--- src/hw/mpeh_pkg.sv ---
// package for the minimum, reverse-energy and hysteresis command bank
// assumes a byte-wide command code and a register port driven by a bus front end
`default_nettype none
package mpeh_pkg;
  // ==========================================================
  // command codes
  localparam logic [7:0]  CMD_LOW_CURR   = 8'he3;
  localparam logic [7:0]  CMD_LOW_PWR    = 8'he4;
  localparam logic [7:0]  CMD_REV_EXT    = 8'he5;
  localparam logic [7:0]  CMD_HYST_LO    = 8'hf2;
  localparam logic [7:0]  CMD_HYST_HI    = 8'hf3;
  // ==========================================================
  // reset values
  localparam logic [15:0] RST_LOW_CURR   = 16'h07ff;
  localparam logic [15:0] RST_LOW_PWR    = 16'h7fff;
  localparam logic [15:0] RST_HYST_LO    = 16'h8000;
  localparam logic [15:0] RST_HYST_HI    = 16'h7fff;
  localparam logic [23:0] RST_ENERGY     = 24'h000000;
  localparam logic [15:0] RST_WRAP       = 16'h0000;
  // wrap points: unsigned variant wraps from all ones, signed from max positive
  localparam logic [23:0] WRAP_FROM_U    = 24'hffffff;
  localparam logic [23:0] WRAP_FROM_S    = 24'h7fffff;
  localparam logic [23:0] WRAP_TO        = 24'h000000;
  // ==========================================================
  // extended read field positions
  localparam int          POS_COUNT      = 40;
  localparam int          POS_WRAP       = 24;
  localparam int          POS_ENERGY     = 0;

  // register write request
  typedef struct packed {
    logic        wr;
    logic [7:0]  cmd;
    logic [15:0] data;
  } mpeh_wr_t;

  // one sample update from the measurement path
  typedef struct packed {
    logic        cur_vld;
    logic [15:0] cur;
    logic        pwr_vld;
    logic [15:0] pwr;
    logic        eng_vld;
    logic [23:0] eng;
    logic [23:0] count;
  } mpeh_smp_t;
endpackage : mpeh_pkg
`default_nettype wire

--- src/hw/mpeh_regs.sv ---
// lowest-value records, extended reverse-energy read and hysteretic comparator
// assumes a command front end presents one-cycle writes and reads a registered port one edge after the code
`default_nettype none
// ==========================================================
module mpeh_regs
  import mpeh_pkg::*;
#(
  parameter bit SIGNED_VARIANT = 1'b0             // 1: two's complement energy
) (
  input  wire logic        clk_i,                 // 100 MHz logic clock
  input  wire logic        sys_rst_i,             // synchronous reset, high
  input  wire mpeh_wr_t    wr_i,                  // register write request
  input  wire logic [7:0]  rd_cmd_i,              // command code to read
  output logic      [63:0] rd_data_o,             // read data, low 16 bits used except the extended read
  output logic             rd_hit_o,              // read code is mapped
  input  wire mpeh_smp_t   smp_i,                 // measurement samples
  input  wire logic [15:0] cmp_value_i,           // value under comparison
  input  wire logic        gpo_sel_i,             // route comparator to pin
  output logic             above_upper_flag_o,    // value over upper threshold
  output logic             below_lower_flag_o,    // value under lower threshold
  output logic             comparator_output_state_o, // hysteretic state
  output logic             general_output_pin_o   // general-purpose output
);

  // ==========================================================
  // storage
  logic        [15:0] low_cur_ff,  nxt_low_cur;
  logic        [15:0] low_pwr_ff,  nxt_low_pwr;
  logic        [15:0] hyst_lo_ff,  nxt_hyst_lo;
  logic        [15:0] hyst_hi_ff,  nxt_hyst_hi;
  logic        [23:0] energy_ff;
  logic        [23:0] count_ff;
  logic        [15:0] wrap_ff,     nxt_wrap;
  logic               above_ff,    below_ff;
  logic               state_ff,    nxt_state;
  logic               gpo_ff;

  // ==========================================================
  // write decode; records compare as signed direct-format values
  wire wr_cur  = wr_i.wr && (wr_i.cmd == CMD_LOW_CURR);
  wire wr_pwr  = wr_i.wr && (wr_i.cmd == CMD_LOW_PWR);
  wire wr_lo   = wr_i.wr && (wr_i.cmd == CMD_HYST_LO);
  wire wr_hi   = wr_i.wr && (wr_i.cmd == CMD_HYST_HI);
  wire cur_new = smp_i.cur_vld && ($signed(smp_i.cur) < $signed(low_cur_ff));
  wire pwr_new = smp_i.pwr_vld && ($signed(smp_i.pwr) < $signed(low_pwr_ff));

  // any write to a record restores default; zero is the host's clear
  // value, and a nonzero write has no defined meaning so it also clears
  // a sample in the write cycle is dropped: the clear is the host's intent
  assign nxt_low_cur = wr_cur ? RST_LOW_CURR
                     : cur_new ? smp_i.cur : low_cur_ff;
  assign nxt_low_pwr = wr_pwr ? RST_LOW_PWR
                     : pwr_new ? smp_i.pwr : low_pwr_ff;
  assign nxt_hyst_lo = wr_lo ? wr_i.data : hyst_lo_ff;
  assign nxt_hyst_hi = wr_hi ? wr_i.data : hyst_hi_ff;

  // ==========================================================
  // wrap detect: previous value at the variant's wrap point, new value zero
  wire [23:0] wrap_from = SIGNED_VARIANT ? WRAP_FROM_S : WRAP_FROM_U;
  wire        wrapped   = smp_i.eng_vld && (energy_ff == wrap_from)
                          && (smp_i.eng == WRAP_TO);
  assign nxt_wrap = wrapped ? 16'(wrap_ff + 16'h0001) : wrap_ff;

  // ==========================================================
  // comparator; thresholds and value are signed direct format
  wire gt_hi = $signed(cmp_value_i) > $signed(hyst_hi_ff);
  wire lt_lo = $signed(cmp_value_i) < $signed(hyst_lo_ff);
  assign nxt_state = gt_hi ? 1'b1 : (lt_lo ? 1'b0 : state_ff);

  // lowest current record; reset and host clear share one default
  always_ff @(posedge clk_i) begin
    if (sys_rst_i) begin
      low_cur_ff <= RST_LOW_CURR;
    end else begin
      low_cur_ff <= nxt_low_cur;
    end
  end

  // lowest power record; kept apart so each clears on its own command
  always_ff @(posedge clk_i) begin
    if (sys_rst_i) begin
      low_pwr_ff <= RST_LOW_PWR;
    end else begin
      low_pwr_ff <= nxt_low_pwr;
    end
  end

  // lower threshold; the host owns it after reset
  always_ff @(posedge clk_i) begin
    if (sys_rst_i) begin
      hyst_lo_ff <= RST_HYST_LO;
    end else begin
      hyst_lo_ff <= nxt_hyst_lo;
    end
  end

  // upper threshold; no check that it sits above the lower one
  always_ff @(posedge clk_i) begin
    if (sys_rst_i) begin
      hyst_hi_ff <= RST_HYST_HI;
    end else begin
      hyst_hi_ff <= nxt_hyst_hi;
    end
  end

  // energy snapshot and shared count, held between samples
  always_ff @(posedge clk_i) begin
    if (sys_rst_i) begin
      energy_ff <= RST_ENERGY;
      count_ff  <= RST_ENERGY;
    end else if (smp_i.eng_vld) begin
      energy_ff <= smp_i.eng;
      count_ff  <= smp_i.count;
    end
  end

  // wrap counter; past 0xffff it rolls over, so the host must poll it
  always_ff @(posedge clk_i) begin
    if (sys_rst_i) begin
      wrap_ff <= RST_WRAP;
    end else begin
      wrap_ff <= nxt_wrap;
    end
  end

  // comparator flags, registered so status and pin change on one edge
  always_ff @(posedge clk_i) begin
    if (sys_rst_i) begin
      above_ff <= 1'b0;
      below_ff <= 1'b0;
    end else begin
      above_ff <= gt_hi;
      below_ff <= lt_lo;
    end
  end

  // hysteretic state and pin; the pin takes the next state, so it never
  // lags the state bit by a cycle and cannot glitch between edges
  always_ff @(posedge clk_i) begin
    if (sys_rst_i) begin
      state_ff <= 1'b0;
      gpo_ff   <= 1'b0;
    end else begin
      state_ff <= nxt_state;
      gpo_ff   <= gpo_sel_i & nxt_state;
    end
  end

  // ==========================================================
  // read mux; bit order puts energy byte 0 on the wire first
  // the energy bits pass through unchanged in both variants: the
  // accumulator already holds the variant's encoding
  wire [63:0] rev_ext = ({40'h0, energy_ff} << POS_ENERGY)
                      | ({48'h0, wrap_ff}   << POS_WRAP)
                      | ({40'h0, count_ff}  << POS_COUNT);
  wire hit_cur = rd_cmd_i == CMD_LOW_CURR;
  wire hit_pwr = rd_cmd_i == CMD_LOW_PWR;
  wire hit_rev = rd_cmd_i == CMD_REV_EXT;
  wire hit_lo  = rd_cmd_i == CMD_HYST_LO;
  wire hit_hi  = rd_cmd_i == CMD_HYST_HI;

  // unmapped codes read as zero with hit low
  always_ff @(posedge clk_i) begin
    if (sys_rst_i) begin
      rd_data_o <= 64'h0;
      rd_hit_o  <= 1'b0;
    end else begin
      rd_hit_o  <= hit_cur | hit_pwr | hit_rev | hit_lo | hit_hi;
      rd_data_o <= hit_cur ? {48'h0, low_cur_ff}
                 : hit_pwr ? {48'h0, low_pwr_ff}
                 : hit_rev ? rev_ext
                 : hit_lo  ? {48'h0, hyst_lo_ff}
                 : hit_hi  ? {48'h0, hyst_hi_ff} : 64'h0;
    end
  end

  assign above_upper_flag_o        = above_ff;
  assign below_lower_flag_o        = below_ff;
  assign comparator_output_state_o = state_ff;
  assign general_output_pin_o      = gpo_ff;

  // ==========================================================
  // checks
  // every check is off in reset; the first edge after release
  // compares against reset values only, so no false start
  AST_CUR_CLEAR: assert property (@(posedge clk_i) disable iff (sys_rst_i)
    wr_cur |=> low_cur_ff == RST_LOW_CURR) else $error("current record not restored");
  AST_PWR_CLEAR: assert property (@(posedge clk_i) disable iff (sys_rst_i)
    wr_pwr |=> low_pwr_ff == RST_LOW_PWR) else $error("power record not restored");
  AST_CUR_MIN: assert property (@(posedge clk_i) disable iff (sys_rst_i)
    (smp_i.cur_vld && !wr_cur) |=> $signed(low_cur_ff) <= $signed($past(smp_i.cur)))
    else $error("current record above sample");
  AST_PWR_MIN: assert property (@(posedge clk_i) disable iff (sys_rst_i)
    (smp_i.pwr_vld && !wr_pwr) |=> $signed(low_pwr_ff) <= $signed($past(smp_i.pwr)))
    else $error("power record above sample");
  AST_WRAP_INC: assert property (@(posedge clk_i) disable iff (sys_rst_i)
    wrapped |=> wrap_ff == $past(wrap_ff) + 16'h0001) else $error("wrap not counted");
  AST_WRAP_HOLD: assert property (@(posedge clk_i) disable iff (sys_rst_i)
    !wrapped |=> $stable(wrap_ff)) else $error("wrap counter moved");
  AST_HYST_HI: assert property (@(posedge clk_i) disable iff (sys_rst_i)
    gt_hi |=> state_ff && above_ff) else $error("state not high");
  AST_HYST_LO: assert property (@(posedge clk_i) disable iff (sys_rst_i)
    (lt_lo && !gt_hi) |=> !state_ff && below_ff) else $error("state not low");
  AST_HYST_HOLD: assert property (@(posedge clk_i) disable iff (sys_rst_i)
    (!gt_hi && !lt_lo) |=> $stable(state_ff)) else $error("state moved in band");
  AST_THR_WR: assert property (@(posedge clk_i) disable iff (sys_rst_i)
    wr_lo |=> hyst_lo_ff == $past(wr_i.data)) else $error("lower threshold not stored");
  AST_REV_READ: assert property (@(posedge clk_i) disable iff (sys_rst_i)
    hit_rev |=> rd_data_o[39:24] == $past(wrap_ff) && rd_data_o[23:0] == $past(energy_ff))
    else $error("extended read layout wrong");

  // records: take only lower samples, hold otherwise, read back in the low 16 bits
  AST_CUR_TAKE: assert property (@(posedge clk_i) disable iff (sys_rst_i)
    (cur_new && !wr_cur) |=> low_cur_ff == $past(smp_i.cur))
    else $error("current record missed a lower sample");
  AST_PWR_TAKE: assert property (@(posedge clk_i) disable iff (sys_rst_i)
    (pwr_new && !wr_pwr) |=> low_pwr_ff == $past(smp_i.pwr))
    else $error("power record missed a lower sample");
  AST_CUR_KEEP: assert property (@(posedge clk_i) disable iff (sys_rst_i)
    (!smp_i.cur_vld && !wr_cur) |=> $stable(low_cur_ff))
    else $error("current record moved without cause");
  AST_PWR_KEEP: assert property (@(posedge clk_i) disable iff (sys_rst_i)
    (!smp_i.pwr_vld && !wr_pwr) |=> $stable(low_pwr_ff))
    else $error("power record moved without cause");
  AST_CUR_DROP: assert property (@(posedge clk_i) disable iff (sys_rst_i)
    (wr_cur && smp_i.cur_vld) |=> low_cur_ff == RST_LOW_CURR)
    else $error("current sample beat the clear");
  AST_PWR_DROP: assert property (@(posedge clk_i) disable iff (sys_rst_i)
    (wr_pwr && smp_i.pwr_vld) |=> low_pwr_ff == RST_LOW_PWR)
    else $error("power sample beat the clear");
  AST_RD_CUR: assert property (@(posedge clk_i) disable iff (sys_rst_i)
    hit_cur |=> rd_data_o == {48'h0, $past(low_cur_ff)} && rd_hit_o)
    else $error("current record read wrong");
  AST_RD_PWR: assert property (@(posedge clk_i) disable iff (sys_rst_i)
    hit_pwr |=> rd_data_o == {48'h0, $past(low_pwr_ff)} && rd_hit_o)
    else $error("power record read wrong");

  // energy: snapshot and count move only with a sample; the read packs all three
  AST_ENERGY_TAKE: assert property (@(posedge clk_i) disable iff (sys_rst_i)
    smp_i.eng_vld |=> energy_ff == $past(smp_i.eng))
    else $error("energy sample not taken");
  AST_COUNT_TAKE: assert property (@(posedge clk_i) disable iff (sys_rst_i)
    smp_i.eng_vld |=> count_ff == $past(smp_i.count))
    else $error("sample count not taken");
  AST_ENERGY_KEEP: assert property (@(posedge clk_i) disable iff (sys_rst_i)
    !smp_i.eng_vld |=> $stable(energy_ff) && $stable(count_ff))
    else $error("energy moved without a sample");
  AST_WRAP_POINT: assert property (@(posedge clk_i) disable iff (sys_rst_i)
    (smp_i.eng_vld && energy_ff != wrap_from) |=> $stable(wrap_ff))
    else $error("wrap counted off the wrap point");
  AST_REV_COUNT: assert property (@(posedge clk_i) disable iff (sys_rst_i)
    hit_rev |=> rd_data_o[63:40] == $past(count_ff))
    else $error("extended read count wrong");
  AST_REV_BYTES: assert property (@(posedge clk_i) disable iff (sys_rst_i)
    hit_rev |=> rd_data_o[31:24] == $past(wrap_ff[7:0])
                && rd_data_o[39:32] == $past(wrap_ff[15:8]))
    else $error("wrap count bytes swapped");
  AST_REV_EBYTES: assert property (@(posedge clk_i) disable iff (sys_rst_i)
    hit_rev |=> rd_data_o[7:0] == $past(energy_ff[7:0])
                && rd_data_o[23:16] == $past(energy_ff[23:16]))
    else $error("energy bytes swapped");

  // thresholds: written only by their own command, read back unchanged
  AST_THR_HI_WR: assert property (@(posedge clk_i) disable iff (sys_rst_i)
    wr_hi |=> hyst_hi_ff == $past(wr_i.data))
    else $error("upper threshold not stored");
  AST_THR_KEEP: assert property (@(posedge clk_i) disable iff (sys_rst_i)
    (!wr_lo && !wr_hi) |=> $stable(hyst_lo_ff) && $stable(hyst_hi_ff))
    else $error("threshold moved without a write");
  AST_RD_LO: assert property (@(posedge clk_i) disable iff (sys_rst_i)
    hit_lo |=> rd_data_o == {48'h0, $past(hyst_lo_ff)} && rd_hit_o)
    else $error("lower threshold read wrong");
  AST_RD_HI: assert property (@(posedge clk_i) disable iff (sys_rst_i)
    hit_hi |=> rd_data_o == {48'h0, $past(hyst_hi_ff)} && rd_hit_o)
    else $error("upper threshold read wrong");

  // comparator: flags follow the strict compares, pin follows state and select
  AST_ABOVE_FLAG: assert property (@(posedge clk_i) disable iff (sys_rst_i)
    1'b1 |=> above_ff == ($signed($past(cmp_value_i)) > $signed($past(hyst_hi_ff))))
    else $error("above flag wrong");
  AST_BELOW_FLAG: assert property (@(posedge clk_i) disable iff (sys_rst_i)
    1'b1 |=> below_ff == ($signed($past(cmp_value_i)) < $signed($past(hyst_lo_ff))))
    else $error("below flag wrong");
  AST_PIN: assert property (@(posedge clk_i) disable iff (sys_rst_i)
    1'b1 |=> general_output_pin_o == ($past(gpo_sel_i) && state_ff))
    else $error("output pin does not follow state");

  // covers: wrap, clear then new sample, rise, fall and a driven pin

  COV_WRAP:  cover property (@(posedge clk_i) disable iff (sys_rst_i) wrapped);
  COV_CLEAR: cover property (@(posedge clk_i) disable iff (sys_rst_i) wr_cur ##1 cur_new);
  COV_RISE:  cover property (@(posedge clk_i) disable iff (sys_rst_i) !state_ff ##1 state_ff);
  COV_FALL:  cover property (@(posedge clk_i) disable iff (sys_rst_i) state_ff ##1 !state_ff);
  COV_PIN:   cover property (@(posedge clk_i) disable iff (sys_rst_i) general_output_pin_o);

endmodule : mpeh_regs
`default_nettype wire

--- config.mk ---
export PLATFORM = sky130hd
export DESIGN_NAME = mpeh_regs
export DESIGN_NICKNAME = d
export VERILOG_FILES = /design/src/hw/mpeh_pkg.sv /design/src/hw/mpeh_regs.sv
export SDC_FILE = /design/constraint.sdc
export NUM_CORES = 1
export LEC_CHECK = 0
export BUFFER_PORTS_ARGS = -buffer_cell sky130_fd_sc_hd__buf_4
export CORE_UTILIZATION = 58
export CTS_CLUSTER_DIAMETER = 60
export DETAILED_ROUTE_END_ITERATION = 6
export GPL_ROUTABILITY_DRIVEN = 0
export PLACE_DENSITY = 0.84
export SLEW_MARGIN = 20
export SYNTH_ARGS = -nofsm -noshare
export SYNTH_HDL_FRONTEND = slang
export SYNTH_SLANG_ARGS = --single-unit
--- constraint.sdc ---
create_clock -name clk_i -period 6.2 [get_ports clk_i]
set_input_delay 1.24 -clock clk_i [delete_from_list [all_inputs] [get_ports clk_i]]
set_output_delay 1.24 -clock clk_i [all_outputs]
set_load 0.1 [all_outputs]
==> results list <==
- Headroom to the max-slew limit: 0.260
- The floorplan has between 40 and 50 rows.
- Number of primary I/O pins: roughly 200
- After clock tree synthesis, the repair step resized 0 gates.
- Crit Path Max Fanout: just under 50
- Number of buffer cells added on primary ports: roughly 200
* Number of endpoints with negative hold slack in the final report: 0
- Entering global routing, the biggest net connects 77 pins.
* Horizontal die dimension: 125 um
- Fill cells in the final layout number roughly 1100.
- In the final routed layout, each cell accounts on average for around 17 um.
* Main combinational cell family by area after synthesis: simple AND/OR/NAND/NOR gates
* Violation count after the first detailed-routing iteration: 666
- Post-synthesis adder-cell area fraction: 0.0889
- Setup violations remaining at the end of the flow were counted as 0.
- Number of routed nets with antenna violations: 0
* Pwr/cell area: about 250 mW/mm2
- Setup slack after layout: around 2.7 ns
- Clock Skew: 0.00885 ns
* Tcrit/Tclk final: 0.560
- CTS buffer count: 17
- The worst setup path is captured at a flip-flop.
- Total wire length: between 20 and 25 mm
- Data on the critical path is required at its endpoint by between 6 and 7 ns.
* Post-route setup TNS: 0 ns
- Across the run, the number of max-cap violations was 0.
- The first global-routing pass estimated 34.6 mm of wire.
* Sequential share of the synthesized area: 0.452
- The signal on the critical path passes through buf_4 -> and4b_1 -> nand4_1 -> or4_1 -> nor4_2 -> xnor2_1 -> nor2_1.
* Synthesized-area fraction occupied by and/or/nand/nor cells: 0.177
- Final worst path period need: 3.47 ns
- Relative to the synthesized area, the layout overhead comes to 25.1%.
* Util after Layout: 0.748
- The run finished, with violations left.
* DRC violation count after routing: 22
* Antenna Cells: 0
* Total Power Consumption: 2.72 mW
* Compound-Gate Fraction of Synth Area: 0.147
- Critical-path top delay cell: or4_1
* Maximum ir drop on the vdd rail: just over 0.0002 V
* Number of synthesized flops with an enable pin: 0
- The initial utilization of the core area, before any placement, comes to 0.598.
- Net total in the final layout: roughly 1300
- The cell family contributing the most delay on the critical path is simple AND/OR/NAND/NOR gates.
- Post-synth net total: between 1000 and 1500
- Clock slew seen by the registers of the worst setup and hold paths: 0.07 ns
- Summing every instance area after synthesis gives slightly below 0.009 mm2.
- Clock tree synthesis found a total of between 150 and 200 sinks.
* Kind of path behind the tightest hold check: flip-flop to flip-flop
- Final Max Slew Viols: 0
- CP startpoint kind: primary input
- Core region area: 0.0146 mm2
* Commonest register cell after synthesis: dfxtp_1
- Number of iterations in the first detailed-routing pass: 7
- Violated checks: DRC
- For this run, the number of Yosys warnings is 0.
- OpenSTA, run right after detailed placement, puts the worst setup slack at between 2 and 2.5 ns.
- Transition time of the tightest slew-check pin: between 1 and 1.5 ns
- In the global route stage, overall resource usage came out at 0.286.
* FMAX: roughly 290 MHz
* Die Area: around 0.016 mm2
- Number of hold-repair buffers added at the cts stage: 0
* Vias in the first global route: about 6800
- The library cell used most frequently in the layout, excluding fill and tap cells, is buf_4.
- Data arrival at the endpoint of the critical path: between 3 and 4 ns
- Synthesized area per cell: 9.55 um2
- After legalization and detailed placement, the total HPWL measured about 16 mm.
- Global routing finished with a remaining overflow of 0.
* Distinct cell type count of the synthesized netlist: 60
- For this design the static power due to leakage is just over 5 nW.
* Commonest cells after routing, fill and taps aside: buf_4, dfxtp_1, nor2_1
* Vias after detailed routing: a little over 7000
- Multiplexer share of the synthesized area: 0.0644
* Delay of the slowest critical-path stage: roughly 0.78 ns
* Count of mapped cells out of synthesis: roughly 910
* Share of cells above drive strength 1: 0.254
- The tree is rooted in a clkbuf_16.
- TritonCTS built the clock tree.
- Of the total synthesized cell area, the portion taken by XOR and XNOR cells is 0.0141.
- Together, buffers and inverters on the worst path number 1.
- Die Span Y: 125 um
- Clock latency on the worst-skew pair, taken at its later pin, is between 0.4 and 0.5 ns.
* Setup Buffers After CTS: 0
- Number of buffers between clock root and the deepest sink: 2
- By startpoint and endpoint, the worst setup path is classified as primary input to flip-flop.
- Async S/R FF share, synth: 0
* Via density: around 5.6
- Setup repair after global routing left no endpoint under its margin.
* Number of antenna violations at the first check in global routing: 0
- The synthesized design contains between 150 and 200 register bits.
* H-tree levels: 4
[layout make-up]
| cell class | count | area [um2] | area share |
|---|---|---|---|
| Tap cell | 184 | 230 | 0.0211 |
| Inverter | 73 | 274 | 0.0251 |
| Sequential cell | 197 | 3940 | 0.362 |
| Timing Repair Buffer | 210 | 1580 | 0.145 |
| Clock inverter | 13 | 135 | 0.0124 |
| Clock buffer | 19 | 453 | 0.0415 |
| Multi-Input combinational cell | 597 | 4300 | 0.394 |
[sequential cells by signal (all words and copies together) (netlist names)]
name	flops
count_ff	24
low_pwr_ff	16
general_output_pin_o	1
low_cur_ff	16
energy_ff	24
above_upper_flag_o	1
rd_hit_o	1
wrap_ff	16
hyst_hi_ff	16
below_lower_flag_o	1
hyst_lo_ff	16
comparator_output_state_o	1
rd_data_o	64
[synth_stat cells, types with 3 or more instances]
cell | n | share of area
nor4_1 | 6 | 0.0043
nand2b_1 | 6 | 0.0043
nand3_1 | 9 | 0.0052
nand4_1 | 10 | 0.0072
and3_1 | 3 | 0.0022
o21ai_0 | 8 | 0.0046
a21o_1 | 9 | 0.0077
nand2_1 | 70 | 0.030
a211o_1 | 15 | 0.015
nor4bb_1 | 3 | 0.0034
mux2i_1 | 55 | 0.063
a22o_1 | 15 | 0.015
o22ai_1 | 6 | 0.0043
buf_1 | 7 | 0.0030
nor3_1 | 6 | 0.0034
buf_6 | 5 | 0.0065
and4_1 | 4 | 0.0040
o22a_2 | 20 | 0.023
dfxtp_1 | 197 | 0.45
and4bb_2 | 4 | 0.0057
nor3b_1 | 3 | 0.0026
a222oi_1 | 15 | 0.017
nor2_1 | 93 | 0.040
o22a_1 | 6 | 0.0060
a21oi_1 | 49 | 0.028
xnor2_1 | 13 | 0.013
a31oi_1 | 4 | 0.0029
clkbuf_1 | 32 | 0.014
a211oi_1 | 5 | 0.0043
or3_1 | 3 | 0.0022
ha_1 | 62 | 0.089
nor2b_1 | 12 | 0.0086
inv_1 | 73 | 0.031
and2_1 | 49 | 0.035
[final timing paths]
check / start / to / slack (ns) / depth (start not counted)
setup / recovery: smp_i[48] / wrap_ff[15]$_SDFFE_PP0P_ / 2.73 / 7
hold / removal: count_ff[8]$_SDFFE_PP0P_ / rd_data_o[48]$_SDFF_PP0_ / 0.45 / 1
setup reg to reg: low_pwr_ff[6]$_SDFFE_PP1P_ / low_pwr_ff[5]$_SDFFE_PP1P_ / 3.57 / 9
hold reg to reg: count_ff[8]$_SDFFE_PP0P_ / rd_data_o[48]$_SDFF_PP0_ / 0.45 / 1
[worst reg2reg max path, delay by kind of cell (launching register included)]
family          cells  cell delay, ns
buf+inv             2            0.35
compound gates      5            0.95
fa+ha+maj           1            0.29
mux                 1            0.60
flops               1            0.40
[metal layers]
metal / up-vias / GRT usage / part of all wire
met3: 37 / 0.0524 / 0.072
met2: 292 / 0.479 / 0.49
met4: 0 / 0.111 / 0.027
li1: 3553 / - / -
met1: 3310 / 0.363 / 0.41
met5: - / 0 / 0
[cells by family after synthesis]
kind of cell / after synthesis
AO/OA/AOI/OAI: 169
buffers and inverters: 119
AND/OR/NAND/NOR: 296
flip-flops: 197
adder cells (fa/ha/maj): 62
XOR/XNOR: 14
multiplexers: 56
[where the power goes]
| part | leakage, nW | switching (mW) | internal (mW) |
|---|---|---|---|
| logic | 3.21 | 0.155 | 0.145 |
| registers | 1.60 | 0.0319 | 1.31 |
| clock network | 0.289 | 0.497 | 0.588 |
| total | 5.10 | 0.684 | 2.04 |
[metrics by stage]
stage | instances | cell area (um2) | hold WS, ns
after floorplan | 913 | 8720 | 0.429
after CTS | 1293 | 10900 | 0.455
final | 1293 | 10900 | 0.454
after detailed placement | 1261 | 10300 | 0.439
after global routing | 1293 | 10900 | 0.464
after global placement | 1261 | 10300 | 0.433
(Power assumes the default switching activity.)
